`src/shared/grd_defines.vh`:
```
// constants for the gpib receive dma control block
`ifndef GRD_DEFINES_VH
`define GRD_DEFINES_VH

// ------------------------------------------------------------
// dma mode word fields
// ------------------------------------------------------------
`define GRD_DMA_AUTO_BIT   0
`define GRD_DMA_HOLD_BIT   1
`define GRD_DMA_BURST_BIT  2
`define GRD_DMA_MODE_RST   16'h0004

// ------------------------------------------------------------
// transfer mode word fields
// ------------------------------------------------------------
`define GRD_XFER_DMA_BIT   0
`define GRD_XFER_CONT_BIT  1

// ------------------------------------------------------------
// per-transfer selector codes
// ------------------------------------------------------------
`define GRD_SEL_DEFAULT    16'hffff
`define GRD_SEL_OFF        16'h0000
`define GRD_SEL_ON         16'h0001

// ------------------------------------------------------------
// completion causes
// ------------------------------------------------------------
`define GRD_CAUSE_NONE     2'h0
`define GRD_CAUSE_COUNT    2'h1
`define GRD_CAUSE_TERM     2'h2
`define GRD_CAUSE_HALT     2'h3

// ------------------------------------------------------------
// timing: demand release after request low this many cycles plus one
// ------------------------------------------------------------
`define GRD_HOLD_LOW_CYC   2'h2

`endif

```
`src/hw/grd_receive_dma.v`:
```
// gpib receive path with byte-wise or dma delivery into host memory
`include "grd_defines.vh"

// Function
// - single mode: one byte per bus tenure
// - demand mode: release after request low three cycles
// - single and demand together is flagged and run as single
// - auto mode reloads count and address, repeats, dma only
// - auto mode disarms when next transfer completes
// - mode word: auto 1, demand 2, single 4
// - unloaded mode defaults to single, no auto
// - nonzero 32-bit count ends input
// - zero count: end only on terminators or halt
// - xfer word: bit0 dma, bit1 early return
// - early return after first byte, dma only, unless timeout zero
// - early plus auto: cycle until halt or terminator
// - eoi select: default, ignore or detect
// - terminator is one byte or two-byte sequence
// - first terminator override 0 to 255
// - second terminator override 0 to 255
// - default first forces default second
// - count and terminators: first one wins
module grd_receive_dma (
  // clock and reset
  input  wire        clk_sys,
  input  wire        rstn,
  // dma mode configuration
  input  wire        dmaModeLoad,
  input  wire [15:0] dmaMode,
  // stored default terminators
  input  wire        dfltEoi,
  input  wire        dfltTerm1En,
  input  wire [7:0]  dfltTerm1,
  input  wire        dfltTerm2En,
  input  wire [7:0]  dfltTerm2,
  // call parameters, taken on start; halt_call acts while running
  input  wire        start,
  input  wire [15:0] xferMode,
  input  wire [31:0] byteCount,
  input  wire [7:0]  bufPage,
  input  wire [15:0] bufOffset,
  input  wire [15:0] eoiSel,
  input  wire [15:0] term1Sel,
  input  wire [15:0] term2Sel,
  input  wire        timeoutZero,
  input  wire        halt_call,
  // talker byte stream
  input  wire        rxValid,
  input  wire [7:0]  rxData,
  input  wire        rxEoi,
  output wire        rxReady,
  // host memory bus
  output wire        dmaReq,
  output reg         busHold_q,
  output reg         memWr_q,
  output reg  [23:0] memAddr_q,
  output reg  [7:0]  memData_q,
  // programmed transfer data
  output reg         pioStrobe_q,
  output reg  [7:0]  pioData_q,
  // status
  output wire        busy,
  output reg         modeError_q,
  output reg         autoArmed_q,
  output reg         hostReturn_q,
  output reg         done_q,
  output reg  [1:0]  doneCause_q
);

  // ----------------------------------------------------------
  // states
  // ----------------------------------------------------------
  localparam S_IDLE = 2'h0;  // no transfer
  localparam S_WAIT = 2'h1;  // running, bus with processor
  localparam S_XFER = 2'h2;  // bus held, byte may move
  localparam S_HOLD = 2'h3;  // demand: held, request low

  // true when a selector asks for the stored default
  function isDflt;
    input [15:0] v;
    begin
      isDflt = (v == `GRD_SEL_DEFAULT) || (v[15:8] != 8'h00);
    end
  endfunction

  // ----------------------------------------------------------
  // registers
  // ----------------------------------------------------------
  reg [1:0]  state_q;      // sequencer state
  reg        single_q;     // one byte per tenure
  reg        dmaOn_q;      // this transfer uses dma
  reg        cont_q;       // early return selected
  reg        autoUse_q;    // reload at count end
  reg [31:0] count_q;      // programmed count
  reg [31:0] remain_q;     // bytes left in pass
  reg [15:0] startOff_q;   // reload offset
  reg [15:0] off_q;        // current offset in page
  reg [7:0]  page_q;       // fixed page of buffer
  reg        eoiUse_q;     // end on eoi
  reg        t1En_q;       // first terminator active
  reg [7:0]  t1_q;         // first terminator byte
  reg        t2En_q;       // two-byte sequence active
  reg [7:0]  t2_q;         // second terminator byte
  reg        prevT1_q;     // last byte matched first term
  reg        first_q;      // no early return given yet
  reg [1:0]  lowCnt_q;     // demand low-request cycles

  // ----------------------------------------------------------
  // combinational decode
  // ----------------------------------------------------------
  wire running = (state_q != S_IDLE);
  wire inBus   = (state_q == S_XFER) || (state_q == S_HOLD);
  // pio takes bytes whenever running; dma only while holding bus
  assign rxReady = running && (dmaOn_q ? inBus : 1'b1);
  assign dmaReq  = running && dmaOn_q && rxValid;
  assign busy    = running;
  wire take = rxValid && rxReady;

  // end conditions on the byte being taken
  wire eoiHit  = eoiUse_q && rxEoi;
  wire seqHit  = t2En_q ? (prevT1_q && rxData == t2_q)
                        : (t1En_q && rxData == t1_q);
  wire termHit = take && (eoiHit || seqHit);
  // zero count never matches, so only terminators or halt end it
  wire cntHit  = take && (count_q != 32'h0) &&
                 (remain_q == 32'h1);
  // whichever comes first ends the input
  wire endNow  = halt_call || termHit ||
                 (cntHit && !autoUse_q);

  // per-transfer terminator selection at start
  wire t1Dflt = isDflt(term1Sel);
  wire t2Dflt = t1Dflt || isDflt(term2Sel);

  // ----------------------------------------------------------
  // dma mode register; unloaded value is single, no auto
  // ----------------------------------------------------------
  always @(posedge clk_sys or negedge rstn) begin
    if (!rstn) begin
      single_q    <= 1'b1;
      modeError_q <= 1'b0;
      autoArmed_q <= 1'b0;
    end else begin
      if (dmaModeLoad) begin
        // both bus modes at once is flagged and run as single
        modeError_q <= dmaMode[`GRD_DMA_BURST_BIT] &&
                       dmaMode[`GRD_DMA_HOLD_BIT];
        single_q    <= !dmaMode[`GRD_DMA_HOLD_BIT] ||
                       dmaMode[`GRD_DMA_BURST_BIT];
        autoArmed_q <= dmaMode[`GRD_DMA_AUTO_BIT];
      end else if (running && endNow) begin
        // completion disarms auto; a load in the same cycle wins
        autoArmed_q <= 1'b0;
      end
    end
  end

  // ----------------------------------------------------------
  // transfer parameters, latched on start
  // ----------------------------------------------------------
  always @(posedge clk_sys or negedge rstn) begin
    if (!rstn) begin
      dmaOn_q    <= 1'b0;
      cont_q     <= 1'b0;
      autoUse_q  <= 1'b0;
      count_q    <= 32'h0;
      startOff_q <= 16'h0;
      page_q     <= 8'h0;
      eoiUse_q   <= 1'b0;
      t1En_q     <= 1'b0;
      t1_q       <= 8'h0;
      t2En_q     <= 1'b0;
      t2_q       <= 8'h0;
    end else if (start && !running) begin
      dmaOn_q    <= xferMode[`GRD_XFER_DMA_BIT];
      cont_q     <= xferMode[`GRD_XFER_CONT_BIT] &&
                    xferMode[`GRD_XFER_DMA_BIT];
      // auto only means something for dma
      autoUse_q  <= autoArmed_q &&
                    xferMode[`GRD_XFER_DMA_BIT];
      count_q    <= byteCount;
      startOff_q <= bufOffset;
      page_q     <= bufPage;
      // eoi: default, off, or on
      if (eoiSel == `GRD_SEL_OFF) begin
        eoiUse_q <= 1'b0;
      end else if (eoiSel == `GRD_SEL_ON) begin
        eoiUse_q <= 1'b1;
      end else begin
        eoiUse_q <= dfltEoi;
      end
      // first terminator: override byte or stored default
      if (t1Dflt) begin
        t1En_q <= dfltTerm1En;
        t1_q   <= dfltTerm1;
      end else begin
        t1En_q <= 1'b1;
        t1_q   <= term1Sel[7:0];
      end
      // second terminator: forced default when first is default
      if (t2Dflt) begin
        t2En_q <= dfltTerm2En && (t1Dflt ? dfltTerm1En : 1'b1);
        t2_q   <= dfltTerm2;
      end else begin
        t2En_q <= 1'b1;
        t2_q   <= term2Sel[7:0];
      end
    end
  end

  // ----------------------------------------------------------
  // bus sequencer
  // ----------------------------------------------------------
  always @(posedge clk_sys or negedge rstn) begin
    if (!rstn) begin
      state_q   <= S_IDLE;
      busHold_q <= 1'b0;
      lowCnt_q  <= 2'h0;
    end else begin
      case (state_q)
        S_IDLE: begin
          busHold_q <= 1'b0;
          lowCnt_q  <= 2'h0;
          if (start) begin
            // pio parks in wait and takes bytes from there
            state_q <= S_WAIT;
          end
        end
        S_WAIT: begin
          if (endNow) begin
            state_q <= S_IDLE;
          end else if (dmaOn_q && rxValid) begin
            // request seen: take the bus
            state_q   <= S_XFER;
            busHold_q <= 1'b1;
          end
        end
        S_XFER: begin
          lowCnt_q <= 2'h0;
          if (endNow) begin
            state_q   <= S_IDLE;
            busHold_q <= 1'b0;
          end else if (single_q) begin
            if (take) begin
              // one byte moved: bus back to processor
              state_q   <= S_WAIT;
              busHold_q <= 1'b0;
            end
          end else if (!rxValid) begin
            // demand: keep bus, start counting low cycles
            state_q  <= S_HOLD;
            lowCnt_q <= 2'h1;
          end
        end
        default: begin
          // S_HOLD: bus kept, request low
          if (endNow) begin
            state_q   <= S_IDLE;
            busHold_q <= 1'b0;
          end else if (rxValid) begin
            state_q  <= S_XFER;
            lowCnt_q <= 2'h0;
          end else if (lowCnt_q == `GRD_HOLD_LOW_CYC) begin
            // low for three cycles in a row: release
            state_q   <= S_WAIT;
            busHold_q <= 1'b0;
            lowCnt_q  <= 2'h0;
          end else begin
            lowCnt_q <= lowCnt_q + 2'h1;
          end
        end
      endcase
    end
  end

  // ----------------------------------------------------------
  // byte datapath: count, address, terminator history
  // ----------------------------------------------------------
  always @(posedge clk_sys or negedge rstn) begin
    if (!rstn) begin
      remain_q    <= 32'h0;
      off_q       <= 16'h0;
      prevT1_q    <= 1'b0;
      memWr_q     <= 1'b0;
      memAddr_q   <= 24'h0;
      memData_q   <= 8'h0;
      pioStrobe_q <= 1'b0;
      pioData_q   <= 8'h0;
    end else begin
      memWr_q     <= 1'b0;
      pioStrobe_q <= 1'b0;
      if (start && !running) begin
        remain_q <= byteCount;
        off_q    <= bufOffset;
        prevT1_q <= 1'b0;
      end else if (take) begin
        if (dmaOn_q) begin
          memWr_q   <= 1'b1;
          memAddr_q <= {page_q, off_q};
          memData_q <= rxData;
        end else begin
          pioStrobe_q <= 1'b1;
          pioData_q   <= rxData;
        end
        prevT1_q <= (rxData == t1_q);
        if (cntHit && autoUse_q) begin
          // reload and go round again; offset wraps in page
          remain_q <= count_q;
          off_q    <= startOff_q;
        end else begin
          remain_q <= remain_q - 32'h1;
          off_q    <= off_q + 16'h1;
        end
      end
    end
  end

  // ----------------------------------------------------------
  // completion and early return
  // ----------------------------------------------------------
  always @(posedge clk_sys or negedge rstn) begin
    if (!rstn) begin
      done_q       <= 1'b0;
      doneCause_q  <= `GRD_CAUSE_NONE;
      hostReturn_q <= 1'b0;
      first_q      <= 1'b0;
    end else begin
      done_q       <= 1'b0;
      hostReturn_q <= 1'b0;
      if (start && !running) begin
        first_q <= 1'b1;
        // no timeout to check: return at once
        if (xferMode[`GRD_XFER_CONT_BIT] && xferMode[`GRD_XFER_DMA_BIT] &&
            timeoutZero) begin
          hostReturn_q <= 1'b1;
          first_q      <= 1'b0;
        end
      end else if (running) begin
        if (endNow) begin
          done_q <= 1'b1;
          if (halt_call) begin
            doneCause_q <= `GRD_CAUSE_HALT;
          end else if (termHit) begin
            doneCause_q <= `GRD_CAUSE_TERM;
          end else begin
            doneCause_q <= `GRD_CAUSE_COUNT;
          end
          // blocking calls return only at completion
          hostReturn_q <= !cont_q || first_q;
          first_q      <= 1'b0;
        end else if (take && first_q && cont_q) begin
          // first byte in: timeout checked, hand back control
          hostReturn_q <= 1'b1;
          first_q      <= 1'b0;
        end
      end
    end
  end

endmodule

```
`config.mk`:
```
export PLATFORM = sky130hd
export DESIGN_NAME = grd_receive_dma
export DESIGN_NICKNAME = d
export VERILOG_FILES = /design/src/hw/grd_receive_dma.v
export VERILOG_INCLUDE_DIRS = /design/src /design/src/shared
export SDC_FILE = /design/constraint.sdc
export NUM_CORES = 1
export LEC_CHECK = 0
export BUFFER_PORTS_ARGS = -buffer_cell sky130_fd_sc_hd__buf_2
export CORE_MARGIN = 2
export CORE_UTILIZATION = 38
export DETAILED_ROUTE_END_ITERATION = 16
export SLEW_MARGIN = 30
export SYNTH_ARGS = -nofsm -noshare
export SYNTH_HDL_FRONTEND = slang
export SYNTH_SLANG_ARGS = --single-unit
```
`constraint.sdc`:
```
create_clock -name clk_sys -period 3.7 [get_ports clk_sys]
set_input_delay 0.925 -clock clk_sys [delete_from_list [all_inputs] [get_ports clk_sys]]
set_output_delay 0.925 -clock clk_sys [all_outputs]
set_load 0.05 [all_outputs]
```
; ---- Yosys cells after proc, flatten, opt, wreduce, memory -nomap -nowiden
; Index checks and enable logic that the tools add are counted.
; W data, S select, Z words.
[op_classes]
eq_ne = 20
reduce_logical = 54
add_sub_neg = 3
bitwise = 3
mux = 66
[ops]
columns = op, n
row1 = $mux W32, 3
row2 = $mux W16, 3
row3 = $mux W1, 40
row4 = $eq A16 B16 Y1 const B, 2
row5 = $eq A32 B1 Y1 const B, 1
row6 = $reduce_bool A32 Y1, 1
row7 = $sub A32 B1 Y32 const B, 1
row8 = $mux W2, 15
row9 = $logic_and A1 B1 Y1, 22
row10 = $add A16 B1 Y16 const B, 1
row11 = $eq A16 B1 Y1 const B, 1
row12 = $eq A8 B8 Y1, 2
row13 = $logic_not A16 Y1, 1
row14 = $mux W8, 2
row15 = $reduce_bool A8 Y1, 2
row16 = $pmux W2 S3, 2
row17 = $logic_or A1 B1 Y1, 9
row18 = $ne A3 B3 Y1 const B, 3
row19 = $reduce_and A3 Y1, 3
row20 = $ne A4 B4 Y1 const B, 2
row21 = $reduce_bool A2 Y1, 4
row22 = $eq A2 B2 Y1 const B, 3
row23 = $ne A2 B2 Y1 const B, 3
row24 = $reduce_and A6 Y1, 1
row25 = other kinds (13), 19
[word_totals]
regBits = 182
word_cells = 175
inputBits = 171
output_inout_bits = 52

; ---- Longest topological paths before layout
[depth]
depth_word = 12
mapped_depth = 11

; ---- Worst setup path after synthesis
; No wires, ideal clock.
[synth_timing]
path_kind = in2reg
startpoint = input rxValid
endpoint = register memData_q[3]
n_path_buf = 2
stages = 6
arrival_ns = 2.657
setup_time_ns = 0.125
setup_slack_ns = 0.918
cell_sequence = nor2b_1 -> and2_1 -> nor2b_1 -> clkbuf_1 -> clkbuf_1 -> mux2_2
[synth_between]
elab_chain_cells = 2
[synth_rtl]
columns = item, line
row1 = start: declaration, grd_receive_dma.v:48  ; input wire rxValid,
row2 = $logic_and A1 B1 Y1, grd_receive_dma.v:117  ; wire take = rxValid && rxReady;
row3 = $reduce_and A3 Y1 (no source line), -
row4 = end signal: assignment, grd_receive_dma.v:300  ; memData_q <= rxData;
row5 = end: declaration, grd_receive_dma.v:57  ; output reg [7:0] memData_q,
; Every way passes these cells.
; A chain may end at the register's enable or synchronous reset.

; ---- Final worst setup path
[layout_timing]
startpoint = register state_q[0]
endpoint = output rxReady
[layout_between]
elab_chain_cells = 4
word_cells_on_any_way = 6
cone_classes = eq/ne (2) / mux (1) / reduce/logical (3)
[layout_rtl]
columns = item, line
row1 = start: declaration, grd_receive_dma.v:89  ; reg [1:0] state_q;
row2 = start signal: assignment, grd_receive_dma.v:216  ; state_q <= S_IDLE;
row3 = start signal: assignment, grd_receive_dma.v:226  ; state_q <= S_WAIT;
row4 = start signal: assignment, grd_receive_dma.v:231  ; state_q <= S_IDLE;
row5 = $eq A2 B2 Y1, grd_receive_dma.v:112  ; wire inBus = (state_q == S_XFER) || (state_q == S_HOLD);
row6 = $logic_or A1 B1 Y1, grd_receive_dma.v:112
row7 = $mux W1, grd_receive_dma.v:114  ; assign rxReady = running && (dmaOn_q ? inBus : 1'b1);
row8 = $logic_and A1 B1 Y1 *, grd_receive_dma.v:114
row9 = end: declaration, grd_receive_dma.v:51  ; output wire rxReady,
; Mark *: on every way between the ends. The rest lies on a longest branch, timed or not.

==> parameters.txt <==
Parameter                              Value

Timing
  Setup TNS ... 0 ns
  Final setup fails ... 0
  Total count of hold-check failures in the final report ... 0
  RSZ-0062 raised after global routing ... false
  Min Tclk post-route ... 3.473 ns
  Worst clock skew on the final layout ... 0.02067 ns
  Tcrit/Tclk final ... 93.87%
  Relative slew margins ... 42.57%
  Highest clock rate ... 287.9 MHz
  Slew of the pin with the lowest slew margin ... 0.8596 ns
  Final Slew Violations ... 0

Global route
  First-pass GRT wire length ... 40570 um
  Initial antenna violation count ... 1
  Global-route total usage across every layer ... 20.85%
  Total overflow reported by the global router ... 0
  Pin count of the biggest net entering global routing ... 71
  Vias in the first global route ... 7605

Place
  DP Wirelength ... 18210 um
  Buffers on Ports ... 195
  Final weighted congestion of routability-driven global placement ... 0.8130

Pwr
  Leakage Power ... 5.195 nW
  Power Total ... 0.009206 W
  Worst voltage drop across the vdd grid ... 0.0005055 V
  Power per unit of standard cell area ... 831.7 mW/mm^2

Logic synthesis
  Top_reg_cell synth ... dfrtp_1
  Number of distinct standard cells referenced by the synthesized netlist ... 60
  Post-Syn Instances ... 992
  Ys Warns ... 0
  Syn Nets ... 1171
  Post-synth ARST share ... 100.0%
  FF+latch count, synth ... 182
  Synth Cell Area ... 0.009065 mm^2
  Number of synthesized flops with an enable pin ... 0
  Part of the Yosys area used for sequential elements ... 50.26%
  Avg Cell Area, Syn ... 9.138 um^2

Clock tree
  Number of clock sinks ... 182
  Clock tree root driver cell ... clkbuf_16
  Number of CTS-inserted buffers ... 17
  H-tree depth ... 4
  Number of hold buffers added after CTS ... 0
  Largest buffer count on any clock path ... 2
  Gates resized, CTS repair ... 0
  Clock transition at the register clock pins on the worst setup and hold paths after CTS ... 0.08 ns
  Clock latency of the later-clocked register in the worst-skew pair ... 0.44 ns
  CTS tree ... built
  Number of setup buffers added after CTS ... 0

Run
  Maximum Capacitance Violations ... 0

Routing
  DR top layer ... met5
  Final routed wire length divided by cell count ... 16.98 um
  Detailed-routed wire length on met3 ... 1340 um
  Total wirelength of the detailed-routed design ... 25650 um
  Number of iterations in the first detailed-routing pass ... 5
  Drc violations ... 0
  Final ANT Viol Nets ... 0
  Detail-routed via count per cell ... 5.246
  Detailed router's first-iteration violation count ... 417
  Met1 layer wirelength in the final routing ... 11760 um
  Total length of routed met2 wires ... 12330 um
  Total number of vias ... 7927

Floorplanning
  Initial cell density of the core ... 38.62%
  Number of rows in the core area ... 56
  Die W ... 158.5 um
  Height of the die ... 158.5 um
  Core outline area ... 0.02347 mm^2
  Area enclosed by the die boundary ... 0.02511 mm^2
  I/O pins ... 223

Run status
  Outcome ... complete, no violations

Finish
  Net count of the finished layout ... 1358
  Commonest non-fill, non-tap cell in the layout ... nand2_1
  Fraction of final layout cells sized beyond drive strength 1 ... 25.59%
  Sequential standard cell area ... 0.004556 mm^2
  Layout fillers ... 2288
  Post-synthesis to final-layout area growth ... 22.11%
  Highest-count cells in the layout ignoring fill and taps ... nand2_1, buf_2, dfrtp_1
  Multi-input logic area ... 0.004232 mm^2
  Antenna Cells ... 0

Worst hold path
  Path type of the worst min-delay path ... in -> async

Worst setup path
  Maximum cell stage delay along the critical path ... 0.75 ns
  Critical-path top delay cell ... nor3b_1
  Critical path, cell by cell ... inv_1 -> ha_1 -> nor3b_1 -> buf_4 -> nor2_1 -> buf_2
  Crit path kind ... reg -> out
  CP Capture Type ... output pin
  Worst EP arrival ... 2.55 ns
  Required time of the critical path ... 2.77 ns
  Nature of the critical path startpoint ... flip-flop
  CP max FO ... 8
## cell families after synthesis
family,share of synthesized area (%)
simple gates,22.97
compound gates,13.31
mux,6.887
fa+ha+maj,1.104
buf+inv,3.354
flops,50.26
xor+xnor,2.126
## worst max-delay path, delay by kind of cell (launching register included)
family | cells | cell delay (ns)
simple gates | 2 | 0.81
buf+inv | 3 | 0.56
flops | 1 | 0.42
fa+ha+maj | 1 | 0.31
## Yosys cell counts (6+ instances only)
library cell | count | area [um^2]
nand2b_1 | 9 | 56.30
or4_1 | 7 | 52.55
nand4_1 | 9 | 56.30
o211ai_1 | 27 | 202.7
buf_1 | 6 | 22.52
mux2_2 | 42 | 473.0
a21oi_1 | 47 | 235.2
buf_2 | 9 | 45.04
nor4_1 | 30 | 187.7
and2_1 | 6 | 37.54
nand2_1 | 244 | 915.9
inv_1 | 23 | 86.33
and3_1 | 9 | 56.30
clkbuf_1 | 37 | 138.9
nand3_1 | 27 | 135.1
a31oi_1 | 19 | 118.9
dfrtp_1 | 181 | 4529
nor2b_1 | 7 | 43.79
xor2_1 | 17 | 148.9
o21ai_0 | 51 | 255.2
ha_1 | 8 | 100.1
or3_1 | 12 | 75.07
nor3_1 | 28 | 140.1
nor2_1 | 53 | 198.9
mux2i_1 | 14 | 140.1
## where the power goes
part / total (W) / leakage (nW) / internal (W) / switching [W]
clock: 0.00184 / 0.293 / 0.000929 / 0.000906
combinational: 0.00372 / 2.70 / 0.00127 / 0.00245
sequential: 0.00365 / 2.20 / 0.00291 / 0.000739
## metal layers
layer	vias up	GRT usage [%]
met5	-	0
li1	3868	-
met2	240	34.58
met4	2	4.247
met3	15	3.919
met1	3802	28.65
## flip-flops by register name, summed over array words and instances, names as in the netlist, 16 cells and up
| register | count |
|---|---|
| count_q | 32 |
| memAddr_q | 24 |
| off_q | 16 |
| remain_q | 32 |
| startOff_q | 16 |
## final cells by class
class,count,area share [%]
inverter,23,0.7799
timing repair buffer,221,10.89
multi-input combinational,734,38.23
clock inverter,14,1.379
tap,319,3.606
sequential,182,41.16
clock buffer,18,3.967
## stage by stage
stage               hold WS [ns]  util (%)  cells  setup slack (ns)  area, um^2
detailed placement        0.4577     44.64   1479            0.4427       10480
finish                    0.4494     47.16   1511            0.2270       11070
global route              0.4809     47.16   1511           0.07177       11070
CTS                       0.4604     47.16   1511            0.2073       11070
global placement          0.4514     44.64   1479            0.4751       10480
floorplan                 0.4382         -    992            0.9177        9065
## path summary, 6_finish.rpt
check,start,end,slack [ns],depth (start not counted)
max,state_q[0]$_DFFE_PN0P_,rxReady,0.23,6
min,rstn,count_q[9]$_DFFE_PN0P_,0.45,1
max reg2reg,state_q[0]$_DFFE_PN0P_,lowCnt_q[1]$_DFFE_PN0P_,0.41,10
min reg2reg,page_q[1]$_DFFE_PN0P_,page_q[1]$_DFFE_PN0P_,0.47,2
max in group asynchronous,rstn,memAddr_q[20]$_DFFE_PN0P_,2.48,2
min in group clk_sys,page_q[1]$_DFFE_PN0P_,page_q[1]$_DFFE_PN0P_,0.47,2
No activity file was read; power rests on OpenSTA's default activity.
